### config.mk
export PLATFORM = sky130hd
export DESIGN_NAME = tcei_ctrl
export DESIGN_NICKNAME = d
export VERILOG_FILES = /design/src/tcei_pkg.sv /design/src/tcei_mark_ser.sv /design/src/tcei_ctrl.sv
export VERILOG_INCLUDE_DIRS = /design/src
export SDC_FILE = /design/constraint.sdc
export NUM_CORES = 1
export LEC_CHECK = 0
export BUFFER_PORTS_ARGS = -buffer_cell sky130_fd_sc_hd__buf_2
export CAP_MARGIN = 20
export CORE_UTILIZATION = 49
export DETAILED_ROUTE_END_ITERATION = 10
export GPL_TIMING_DRIVEN = 0
export PLACE_DENSITY = 0.8
export SLEW_MARGIN = 20
export SYNTH_ARGS = -nofsm -noshare
export SYNTH_HDL_FRONTEND = slang
export SYNTH_SLANG_ARGS = --single-unit
### constraint.sdc
create_clock -name pclk -period 4 [get_ports pclk]
set_input_delay 0.2 -clock pclk [delete_from_list [all_inputs] [get_ports pclk]]
set_output_delay 0.2 -clock pclk [all_outputs]
set_load 0.01 [all_outputs]
### src/tcei_params.svh
`ifndef TCEI_PARAMS_SVH
`define TCEI_PARAMS_SVH

// Register byte offsets
`define TCEI_OFF_CTRL_LOAD  12'h000
`define TCEI_OFF_CTRL_XOR   12'h004
`define TCEI_OFF_STATUS     12'h008
`define TCEI_OFF_WC         12'h00c
`define TCEI_OFF_TM_WORD    12'h010
`define TCEI_OFF_DTF_CLEAR  12'h014

// Field widths and reset values
`define TCEI_CTRL_W         10
`define TCEI_STAT_W         7
`define TCEI_WORD_W         18
`define TCEI_MARK_BITS      6
`define TCEI_MARK_STRIDE    3
`define TCEI_CTRL_RST       10'h000
`define TCEI_STAT_RST       7'h00
`define TCEI_WC_RST         18'h00000

// Timing: clock rate, select delay, timing track bit cell
`define TCEI_CLK_MHZ        250
`define TCEI_SEL_DELAY_MS   120
`define TCEI_BIT_TIME_NS    33333

`endif

### src/tcei_pkg.sv
package tcei_pkg;

  // Tape functions held in the control register
  typedef enum logic [2:0] {
    TCEI_FN_MOVE       = 3'b000,
    TCEI_FN_SEARCH     = 3'b001,
    TCEI_FN_READ_DATA  = 3'b010,
    TCEI_FN_READ_ALL   = 3'b011,
    TCEI_FN_WRITE_DATA = 3'b100,
    TCEI_FN_WRITE_ALL  = 3'b101,
    TCEI_FN_TM_WRITE   = 3'b110,
    TCEI_FN_UNUSED     = 3'b111
  } tcei_fn_t;

  // First status (control) word, bit 9 down to bit 0
  typedef struct packed {
    logic       int_enable;   // Bit 9: flags reach the interrupt
    logic [2:0] unit;         // Selected transport
    logic       run_on_mode;  // 1 = run-on, 0 = per-block mode
    logic       motion;       // Motion bit
    logic       reverse;      // Direction
    tcei_fn_t   fn;           // Function code
  } tcei_ctrl_t;

  // Second status word: flags and error bits
  typedef struct packed {
    logic transfer_done_flag;  // Bit 6
    logic error_flag_out;      // Bit 5
    logic timing_err;          // Bit 4
    logic parity_err;          // Bit 3
    logic tape_end_zone_error; // Bit 2
    logic select_err;          // Bit 1
    logic mark_err;            // Bit 0
  } tcei_stat_t;

  // Conditions reported by the selected transport and panel
  typedef struct packed {
    logic word_strobe;     // One pulse per data word passing the head
    logic block_end;       // One pulse at the end of a data block
    logic mark_ok;         // Legitimate mark seen with word_strobe
    logic bcc_match;       // Block check matched, with block_end
    logic data_area;       // Head is over a data area
    logic end_zone;        // Tape is inside an end zone
    logic offline;         // Selected unit off-line
    logic dup_unit;        // Two transports answer the same number
    logic write_locked;    // Selected unit is write locked
  } tcei_tape_in_t;

  // Commands to the selected transport
  typedef struct packed {
    logic       motion;       // Transport running
    logic       reverse;      // Direction
    logic [2:0] unit;         // Unit number
    logic       write_enable; // Writers on
    logic       timing_track; // Timing track write level
    logic       mark_track;   // Mark track write level
  } tcei_tape_out_t;

endpackage

### src/tcei_mark_ser.sv
`timescale 1ns/1ps
`include "tcei_params.svh"

// Timing and mark track recorder, one bit cell per divider enable
module tcei_mark_ser
  import tcei_pkg::*;
#(
  parameter int unsigned BIT_CYC = 8333
) (
  // Clock and reset
  input  wire logic                     pclk,
  input  wire logic                     presetn,
  // Control
  input  wire logic                     run,
  input  wire logic [`TCEI_WORD_W-1:0]  word,
  // Track levels and word pacing
  output logic                          timing_track,
  output logic                          mark_track,
  output logic                          word_done
);

  localparam int DW = $clog2(BIT_CYC + 1);

  typedef struct packed {
    logic [DW-1:0]               div;    // Bit cell divider
    logic [2:0]                  bit_no; // Bit within the word
    logic [`TCEI_MARK_BITS-1:0]  sh;     // Mark bits still to record
    logic                        tt;     // Timing track level
    logic                        mk;     // Mark track level
    logic                        done;   // Word finished pulse
  } tcei_ser_t;

  tcei_ser_t st;
  tcei_ser_t next_st;
  logic [`TCEI_MARK_BITS-1:0] picked;   // Mark bits taken from the word

  // Mark value comes from every third bit of the word
  for (genvar i = 0; i < `TCEI_MARK_BITS; i++) begin : g_pick
    assign picked[i] = word[i*`TCEI_MARK_STRIDE];
  end

  // Divider, timing track toggle and mark shift
  always_comb begin
    next_st      = st;
    next_st.done = 1'b0;
    if (!run) begin
      next_st.div    = '0;
      next_st.bit_no = '0;
      next_st.tt     = 1'b0;
      next_st.mk     = 1'b0;
    end else if (st.div == DW'(BIT_CYC - 1)) begin
      next_st.div = '0;
      next_st.tt  = ~st.tt;
      if (st.bit_no == 3'h0) begin
        next_st.sh = picked;
      end
      next_st.mk = (st.bit_no == 3'h0) ? picked[0] : st.sh[st.bit_no];
      if (st.bit_no == 3'(`TCEI_MARK_BITS - 1)) begin
        next_st.bit_no = '0;
        next_st.done   = 1'b1;
      end else begin
        next_st.bit_no = st.bit_no + 3'h1;
      end
    end else begin
      next_st.div = st.div + DW'(1);
    end
  end

  // State register
  always_ff @(posedge pclk or negedge presetn) begin
    if (!presetn) begin
      st <= '0;
    end else begin
      st <= next_st;
    end
  end

  assign timing_track = st.tt;
  assign mark_track   = st.mk;
  assign word_done    = st.done;

endmodule // tcei_mark_ser

### src/tcei_ctrl.sv
`timescale 1ns/1ps
`include "tcei_params.svh"

// Functional notes
// - Timing-mark write only in maintenance position
// - Mark bits come from bits 0,3,...,15
// - Per-block flags each word, each block end in data functions; run-on at overflow
// - Per-block overflow, flag uncleared gives timing error
// - Run-on after overflow records zeros while moving
// - Bit 9 gates flag and errors to interrupt
// - Bit 9 never changes status bits or skip
// - Each error sets flag, own bit, interrupt
// - Error skip is OR of error bits
// - Non-parity errors stop transport, no transfer flag
// - Per-block parity: motion kept, flags together
// - Run-on parity: flag at block end, continues
// - Timing error on missed word or data switch
// - Parity only in read data, check mismatch
// - Select error cases, including function seven
// - End zone stops transfer, flags, stops, interrupts
// - Mark error outside move and timing-mark write
// - Clear-and-load starts select delay; XOR does not
// - End zone reported in status bit 2
// - Word counter counts up, overflow marks last
module tcei_ctrl
  import tcei_pkg::*;
#(
  parameter int unsigned SEL_DELAY_CYC =
    `TCEI_SEL_DELAY_MS * `TCEI_CLK_MHZ * 1000,
  parameter int unsigned BIT_CYC = `TCEI_BIT_TIME_NS * `TCEI_CLK_MHZ / 1000
) (
  // Clock and reset
  input  wire logic          pclk,
  input  wire logic          presetn,
  // APB slave
  input  wire logic          psel,
  input  wire logic          penable,
  input  wire logic          pwrite,
  input  wire logic [11:0]   paddr,
  input  wire logic [31:0]   pwdata,
  output logic               pready,
  output logic [31:0]        prdata,
  output logic               pslverr,
  // Transport side
  input  tcei_tape_in_t      tape_in,
  input  wire logic          timing_mark_write_position,
  output tcei_tape_out_t     tape_out,
  // Processor side flags
  output logic               irq,
  output logic               error_skip_test
);

  localparam int DLW = $clog2(SEL_DELAY_CYC + 1);

  // Whole block state
  typedef struct packed {
    tcei_ctrl_t              ctrl;       // First status word
    tcei_stat_t              stat;       // Second status word
    logic [`TCEI_WORD_W-1:0] word_counter;
    logic                    counter_overflow;
    logic [`TCEI_WORD_W-1:0] tm_word;    // Word for timing-mark write
    logic [DLW-1:0]          sel_delay;  // Unit select delay count
    logic                    pready;
    logic                    pslverr;
    logic [31:0]             prdata;
    logic                    irq;
    logic                    skip;
    logic                    motion_o;
    logic                    wen_o;
  } tcei_state_t;

  tcei_state_t st;
  tcei_state_t next_st;

  logic ser_run;        // Timing-mark write engine running
  logic ser_tt;         // Timing track level from the engine
  logic ser_mk;         // Mark track level from the engine
  logic ser_word_done;  // Engine finished one word
  logic [`TCEI_WORD_W-1:0] ser_word; // Word fed to the engine

  // Mark track and timing track recorder
  tcei_mark_ser #(
    .BIT_CYC (BIT_CYC)
  ) u_mark_ser (
    .pclk         (pclk),
    .presetn      (presetn),
    .run          (ser_run),
    .word         (ser_word),
    .timing_track (ser_tt),
    .mark_track   (ser_mk),
    .word_done    (ser_word_done)
  );

  // Engine runs only in the maintenance position
  assign ser_run = (st.ctrl.fn == TCEI_FN_TM_WRITE) && st.ctrl.motion
                   && (st.sel_delay == '0)
                   && timing_mark_write_position;
  // After overflow in run-on mode only zeros are recorded
  assign ser_word = (st.counter_overflow && st.ctrl.run_on_mode) ?
                    '0 : st.tm_word;

  // Next-state logic
  always_comb begin
    logic        setup;      // APB setup cycle
    logic        wr;         // Write taking effect
    logic        mapped;     // Address hits a register
    logic        load;       // Clear-and-load of the control word
    logic        xupd;       // XOR update of the control word
    logic        active;     // Transport may transfer
    logic        word_evt;   // A word time of the current function
    logic        per_word;   // Function flags per word
    logic [4:0]  err_set;    // Errors raised this cycle
    logic        dtf_set;    // Transfer flag raised this cycle
    logic        stop;       // Stop the transport
    logic [`TCEI_STAT_W-1:0] clr; // Status bits cleared by software
    logic [`TCEI_WORD_W-1:0] wc_inc; // Counter plus one
    tcei_ctrl_t  nc;         // Control word after a write
    next_st  = st;
    setup    = psel && !penable;
    wr       = psel && penable && st.pready && pwrite;
    mapped   = (paddr == `TCEI_OFF_CTRL_LOAD) ||
               (paddr == `TCEI_OFF_CTRL_XOR) ||
               (paddr == `TCEI_OFF_STATUS) ||
               (paddr == `TCEI_OFF_WC) ||
               (paddr == `TCEI_OFF_TM_WORD) ||
               (paddr == `TCEI_OFF_DTF_CLEAR);
    load     = wr && (paddr == `TCEI_OFF_CTRL_LOAD);
    xupd     = wr && (paddr == `TCEI_OFF_CTRL_XOR);
    err_set  = '0;
    dtf_set  = 1'b0;
    stop     = 1'b0;
    clr      = '0;
    wc_inc   = st.word_counter + `TCEI_WORD_W'(1);
    nc       = st.ctrl;
    active   = st.ctrl.motion && (st.sel_delay == '0);
    per_word = (st.ctrl.fn == TCEI_FN_READ_ALL) ||
               (st.ctrl.fn == TCEI_FN_WRITE_ALL) ||
               (st.ctrl.fn == TCEI_FN_TM_WRITE);
    word_evt = (st.ctrl.fn == TCEI_FN_TM_WRITE) ? ser_word_done
                                                 : tape_in.word_strobe;

    // APB answer one cycle after setup; unmapped address errors
    next_st.pready  = setup;
    next_st.pslverr = setup && !mapped;
    if (setup) begin
      case (paddr)
        `TCEI_OFF_CTRL_LOAD,
        `TCEI_OFF_CTRL_XOR: next_st.prdata = 32'(st.ctrl);
        `TCEI_OFF_STATUS:   next_st.prdata = 32'(st.stat);
        `TCEI_OFF_WC:       next_st.prdata = 32'(st.word_counter);
        `TCEI_OFF_TM_WORD:  next_st.prdata = 32'(st.tm_word);
        default:            next_st.prdata = 32'h0000_0000;
      endcase
    end

    // Select delay counts down; only clear-and-load restarts it
    if (st.sel_delay != '0) begin
      next_st.sel_delay = st.sel_delay - DLW'(1);
    end

    // Control word writes and checks at function start
    if (load || xupd) begin
      if (load) begin
        nc = tcei_ctrl_t'(pwdata[`TCEI_CTRL_W-1:0]);
        next_st.sel_delay = DLW'(SEL_DELAY_CYC);
      end else begin
        nc = tcei_ctrl_t'(st.ctrl ^ pwdata[`TCEI_CTRL_W-1:0]);
      end
      if (nc.motion) begin
        if (tape_in.dup_unit || tape_in.offline ||
            (nc.fn == TCEI_FN_UNUSED) ||
            (((nc.fn == TCEI_FN_WRITE_DATA) ||
              (nc.fn == TCEI_FN_WRITE_ALL) ||
              (nc.fn == TCEI_FN_TM_WRITE)) && tape_in.write_locked) ||
            ((nc.fn == TCEI_FN_TM_WRITE) !=
             timing_mark_write_position)) begin
          err_set[1] = 1'b1;
        end
        if ((nc.fn != st.ctrl.fn) && tape_in.data_area &&
            ((nc.fn == TCEI_FN_READ_DATA) ||
             (nc.fn == TCEI_FN_WRITE_DATA))) begin
          err_set[4] = 1'b1;
        end
      end
      next_st.ctrl = nc;
    end

    // Word times: counter, per-word flags, missed words, marks
    if (word_evt && active && (st.ctrl.fn != TCEI_FN_MOVE)) begin
      if ((st.ctrl.fn != TCEI_FN_TM_WRITE) && !tape_in.mark_ok) begin
        err_set[0] = 1'b1;
      end else if (per_word && !st.ctrl.run_on_mode &&
                   st.stat.transfer_done_flag) begin
        err_set[4] = 1'b1;
      end else if (!st.counter_overflow &&
                   (st.ctrl.fn != TCEI_FN_SEARCH)) begin
        next_st.word_counter = wc_inc;
        if (wc_inc == '0) begin
          next_st.counter_overflow = 1'b1;
        end
        if (per_word && (!st.ctrl.run_on_mode || (wc_inc == '0))) begin
          dtf_set = 1'b1;
        end
      end
    end

    // Block ends of the data functions: parity and block flags
    if (tape_in.block_end && active &&
        ((st.ctrl.fn == TCEI_FN_READ_DATA) ||
         (st.ctrl.fn == TCEI_FN_WRITE_DATA))) begin
      if (!st.ctrl.run_on_mode && st.stat.transfer_done_flag) begin
        err_set[4] = 1'b1;
      end else begin
        if ((st.ctrl.fn == TCEI_FN_READ_DATA) && !tape_in.bcc_match) begin
          err_set[3] = 1'b1;
        end
        if (!st.ctrl.run_on_mode || st.counter_overflow) begin
          dtf_set = 1'b1;
        end
      end
    end

    // Inside an end zone while running, in either direction
    if (tape_in.end_zone && active) begin
      err_set[2] = 1'b1;
    end

    // Unit dropping off-line while running
    if (active && tape_in.offline) begin
      err_set[1] = 1'b1;
    end

    // Every error but parity stops the transport with no flag
    stop = |{err_set[4], err_set[2:0]};
    if (stop) begin
      next_st.ctrl.motion = 1'b0;
      dtf_set = 1'b0;
    end

    // Software clears
    if (wr && (paddr == `TCEI_OFF_STATUS)) begin
      clr = pwdata[`TCEI_STAT_W-1:0];
    end
    if (wr && (paddr == `TCEI_OFF_DTF_CLEAR)) begin
      clr[`TCEI_STAT_W-1] = 1'b1;
    end
    if (wr && (paddr == `TCEI_OFF_WC)) begin
      next_st.word_counter     = pwdata[`TCEI_WORD_W-1:0];
      next_st.counter_overflow = 1'b0;
    end
    if (wr && (paddr == `TCEI_OFF_TM_WORD)) begin
      next_st.tm_word = pwdata[`TCEI_WORD_W-1:0];
    end

    // Sticky status: a set in the same cycle beats a clear
    next_st.stat = tcei_stat_t'((st.stat & ~clr) |
                   {dtf_set, |err_set, err_set});

    // Interrupt gated by bit 9; status and skip are not
    next_st.irq  = next_st.ctrl.int_enable &&
                   (next_st.stat.transfer_done_flag ||
                    next_st.stat.error_flag_out);
    next_st.skip = |next_st.stat[4:0];

    // Transport drive
    next_st.motion_o = next_st.ctrl.motion &&
                       (next_st.sel_delay == '0);
    next_st.wen_o    = next_st.motion_o &&
                       ((next_st.ctrl.fn == TCEI_FN_TM_WRITE) ||
                        (((next_st.ctrl.fn == TCEI_FN_WRITE_DATA) ||
                          (next_st.ctrl.fn == TCEI_FN_WRITE_ALL)) &&
                         !next_st.counter_overflow));
  end

  // State register
  always_ff @(posedge pclk or negedge presetn) begin
    if (!presetn) begin
      st              <= '0;
      st.ctrl         <= tcei_ctrl_t'(`TCEI_CTRL_RST);
      st.stat         <= tcei_stat_t'(`TCEI_STAT_RST);
      st.word_counter <= `TCEI_WC_RST;
    end else begin
      st <= next_st;
    end
  end

  // Outputs straight from the state register; track levels from the engine's register
  assign pready                = st.pready;
  assign pslverr               = st.pslverr;
  assign prdata                = st.prdata;
  assign irq                   = st.irq;
  assign error_skip_test       = st.skip;
  assign tape_out.motion       = st.motion_o;
  assign tape_out.reverse      = st.ctrl.reverse;
  assign tape_out.unit         = st.ctrl.unit;
  assign tape_out.write_enable = st.wen_o;
  assign tape_out.timing_track = ser_tt;
  assign tape_out.mark_track   = ser_mk;

endmodule // tcei_ctrl

==> results.cfg <==
[critical_path]
crit_path_max_incr_delay_ps = 620
reg2reg_slack_ps = 440
endpoint_kind = register
crit_arrival_ps = 3860
critPathKind = register to register
cp_common_cell = nor4b_1
cp_slowest_cell = nor4_1
crit_path_start_kind = register
crit_path_cell_trace = or4_4 > nor4_1 > nand2_1 > a21oi_1 > nand4_1 > nor4b_1 > nand4b_1 > nor4b_1
cp.required_ps = 4310
cp_max_fo = 10
reg2reg_depth = 8

[floorplanning]
die_x_um = 126.0
die_height_um = 126.0
io_pins = 103
start_util = 0.5109
std_cell_rows = 44
core_um2 = 14750
dieArea_um2 = 15880

[synthesis]
ys_seq_elements = 128
synth_xor_area_frac = 0.06042
yosys.cell_types.count = 70
synth-simple-area-share = 0.2512
async_reset_ff_frac = 1.000
synth_top_family_by_area = simple AND/OR/NAND/NOR gates
syn-instance-count = 840
synth_compound_area_frac = 0.1474
synth_ff_type = dfrtp_1
synth_adder_area_share = 0.006640
avgSynthCellArea_um2 = 8.973
yosysSeqAreaShare = 0.4250
ys.warnings.count = 0
synth_edf_count = 0
synthMuxAreaShare = 0.03635
syn_area_um2 = 7537

[placed_design]
dp_hpwl_um = 13860
place_area_um2 = 8224
port_buffers = 73
finalWeightedCongestion = 0.9276

[routing]
route.detailed.drc = 0
wirelength_um = 19160
num_vias = 6602
wl_per_cell_um = 16.76
routed_via_density = 5.776
dr.pass1.iters = 5
first_iter_violations = 715
postRouteAntennaNets = 0

[timing]
max_freq_mhz = 281.2
drv_slew = 0
fin_setup_tns_ps = 0
period_share = 0.8891
hold_viol = 0
period_minus_slack_ps = 3557
worst_slew_pin_slew_ps = 782.6
setup_violations = 0
relSlewSlack = 0.4734
rsz0062_at_grt = no
skew_ps = 9.405

[min_path]
whs_path_depth = 2
hold_class = input port to register

[global_routing]
grt_pass1_vias = 6170
grt_max_degree = 66
grt_overflow = 0
grt_pass1_wl_um = 31580
antenna_found_initial = 1
grtUsageTotal = 0.2532

[final_layout]
finalNetCount = 1010
fin_area_um2 = 8830
syn2layout_area_growth_pct = 17.15
diodes = 0
drive_above_1_share = 0.2065

[pwr]
powerDensity_nw_per_um2 = 346.3
p_leak_nw = 3.919
vdd_drop_max_v = 0.0002957

[clock_network]
clk_latency_ps = 420
cts_buffer_depth = 2
hold_buffers = 1
cts_resized = 0
clk_pin_slew_worst_paths_ps = 60
postCtsSetupBuffers = 0
h-tree-depth = 4
cts_sinks = 128
cts_root_buf = clkbuf_16
cts_tree = built
numCtsBuffers = 17

[status]
status = finished, final reports clean

[job]
drv_cap = 0
## worst paths after layout
check	startpoint	end
setup reg to reg	st[51]	tape_out[2]
max in group asynchronous	presetn	st[80]
hold / removal	pwdata[16]	st[79]
hold reg to reg	prdata[5]	prdata[5]
setup / recovery	st[51]	tape_out[2]
min in group asynchronous	presetn	st[59]
## flip-flops by register name, indices dropped and copies added, names as in the netlist
name	flops
u_mark_ser.timing_track	1
u_mark_ser.mark_track	1
pready	1
pslverr	1
st	75
irq	1
error_skip_test	1
prdata	18
u_mark_ser.word_done	1
u_mark_ser.st	22
tape_out	6
## synth_stat cells, drive strengths merged (4+ instances only)
library cell	number	area, µm²
a211oi	5	37.54
a21o	8	60.06
a21oi	62	310.3
a22o	5	43.79
a22oi	14	105.1
a31oi	6	37.54
and2	5	33.78
and3	13	82.58
and3b	4	35.03
and4	4	35.03
buf	51	351.6
clkbuf	32	120.1
dfrtp	128	3203
ha	4	50.05
inv	20	75.07
mux2	19	214.0
mux2i	6	60.06
nand2	91	341.6
nand2b	9	56.30
nand3	41	215.2
nand4	12	75.07
nor2	80	300.3
nor2b	7	43.79
nor3	16	85.08
nor3b	7	63.81
nor4	22	219.0
nor4b	4	35.03
o21a	4	30.03
o21ai	45	225.2
or2	6	37.54
or3	5	31.28
or4	14	120.1
xnor2	23	201.4
xor2	29	254.0
## where the power goes
part | total (mW) | switching [mW] | internal, mW
combinational | 0.163 | 0.103 | 0.0608
clock | 1.56 | 0.595 | 0.969
sequential | 1.33 | 0.0204 | 1.31
## stage by stage
step	setup slack [ps]	util	hold slack [ps]	total power, mW	cells
after global routing	138.2	0.5985	25.92	3.146	1143
after global placement	610.2	0.5545	451.6	1.505	1110
after floorplan	1114	-	-95.59	1.428	853
after CTS	511.6	0.5985	22.81	3.064	1143
final	443.4	0.5985	26.59	3.058	1143
after detailed placement	536.9	0.5574	172.6	1.513	1111
## metal layers
| layer | wire, µm | up-vias | track usage | part of all wire |
|---|---|---|---|---|
| li1 | - | 3161 | - | - |
| met3 | 1281 | 42 | 0.05607 | 0.067 |
| met4 | 424 | 2 | 0.09072 | 0.022 |
| met1 | 8238 | 3151 | 0.3335 | 0.43 |
| met5 | 10 | - | 0 | 0.00052 |
| met2 | 9206 | 246 | 0.4108 | 0.48 |
## cell usage in the layout, fill, tap and decap left out, types with 6 or more instances in the layout
master	netlist	routed
nor2b_1	7	7
a21o_1	8	8
nor3_1	15	14
a22oi_1	14	14
or2_2	6	6
clkbuf_1	32	32
inv_1	20	20
mux2_2	19	19
buf_2	5	77
a31oi_1	6	6
dfrtp_1	128	128
a21oi_1	62	62
or4_1	10	10
conb_1	1	14
nand3_1	39	39
nand2_1	91	91
mux2i_1	6	6
nor3b_1	6	6
nand2b_1	9	9
nor2_1	80	80
xor2_1	29	29
clkbuf_16	0	17
and3_1	12	12
nand4_1	12	12
buf_4	41	41
xnor2_1	23	23
nor4_1	16	16
o21ai_0	45	45
## cells by family (layout without fill, tap and decap cells)
family | count (synthesis) | count (layout)
other | 1 | 14
buffers and inverters | 103 | 209
muxes | 25 | 25
AOI/OAI and AO/OA | 178 | 178
DFF | 128 | 128
xor gates and xnor gates | 52 | 52
adders and majority gates | 4 | 4
and+or+nand+nor | 349 | 349
## final cells by class
| type | instances | area, µm² |
|---|---|---|
| plain buffers | 83 | 471.7 |
| clock buffers | 20 | 466.7 |
| clock inverters | 11 | 128.9 |
| fillers | 1274 | 5924 |
| inverters | 20 | 75.07 |
| multi-input cells | 622 | 3841 |
| flip-flops and latches | 128 | 3203 |
| well taps | 184 | 230.2 |
| repair buffers | 75 | 412.9 |
## critical path, delay by kind of cell, from the launching register on
kind,cells,cell delay (ps)
AOI/OAI and AO/OA,1,310
DFF,1,410
and+or+nand+nor,7,2720
No activity file was read; power rests on OpenSTA's default activity.
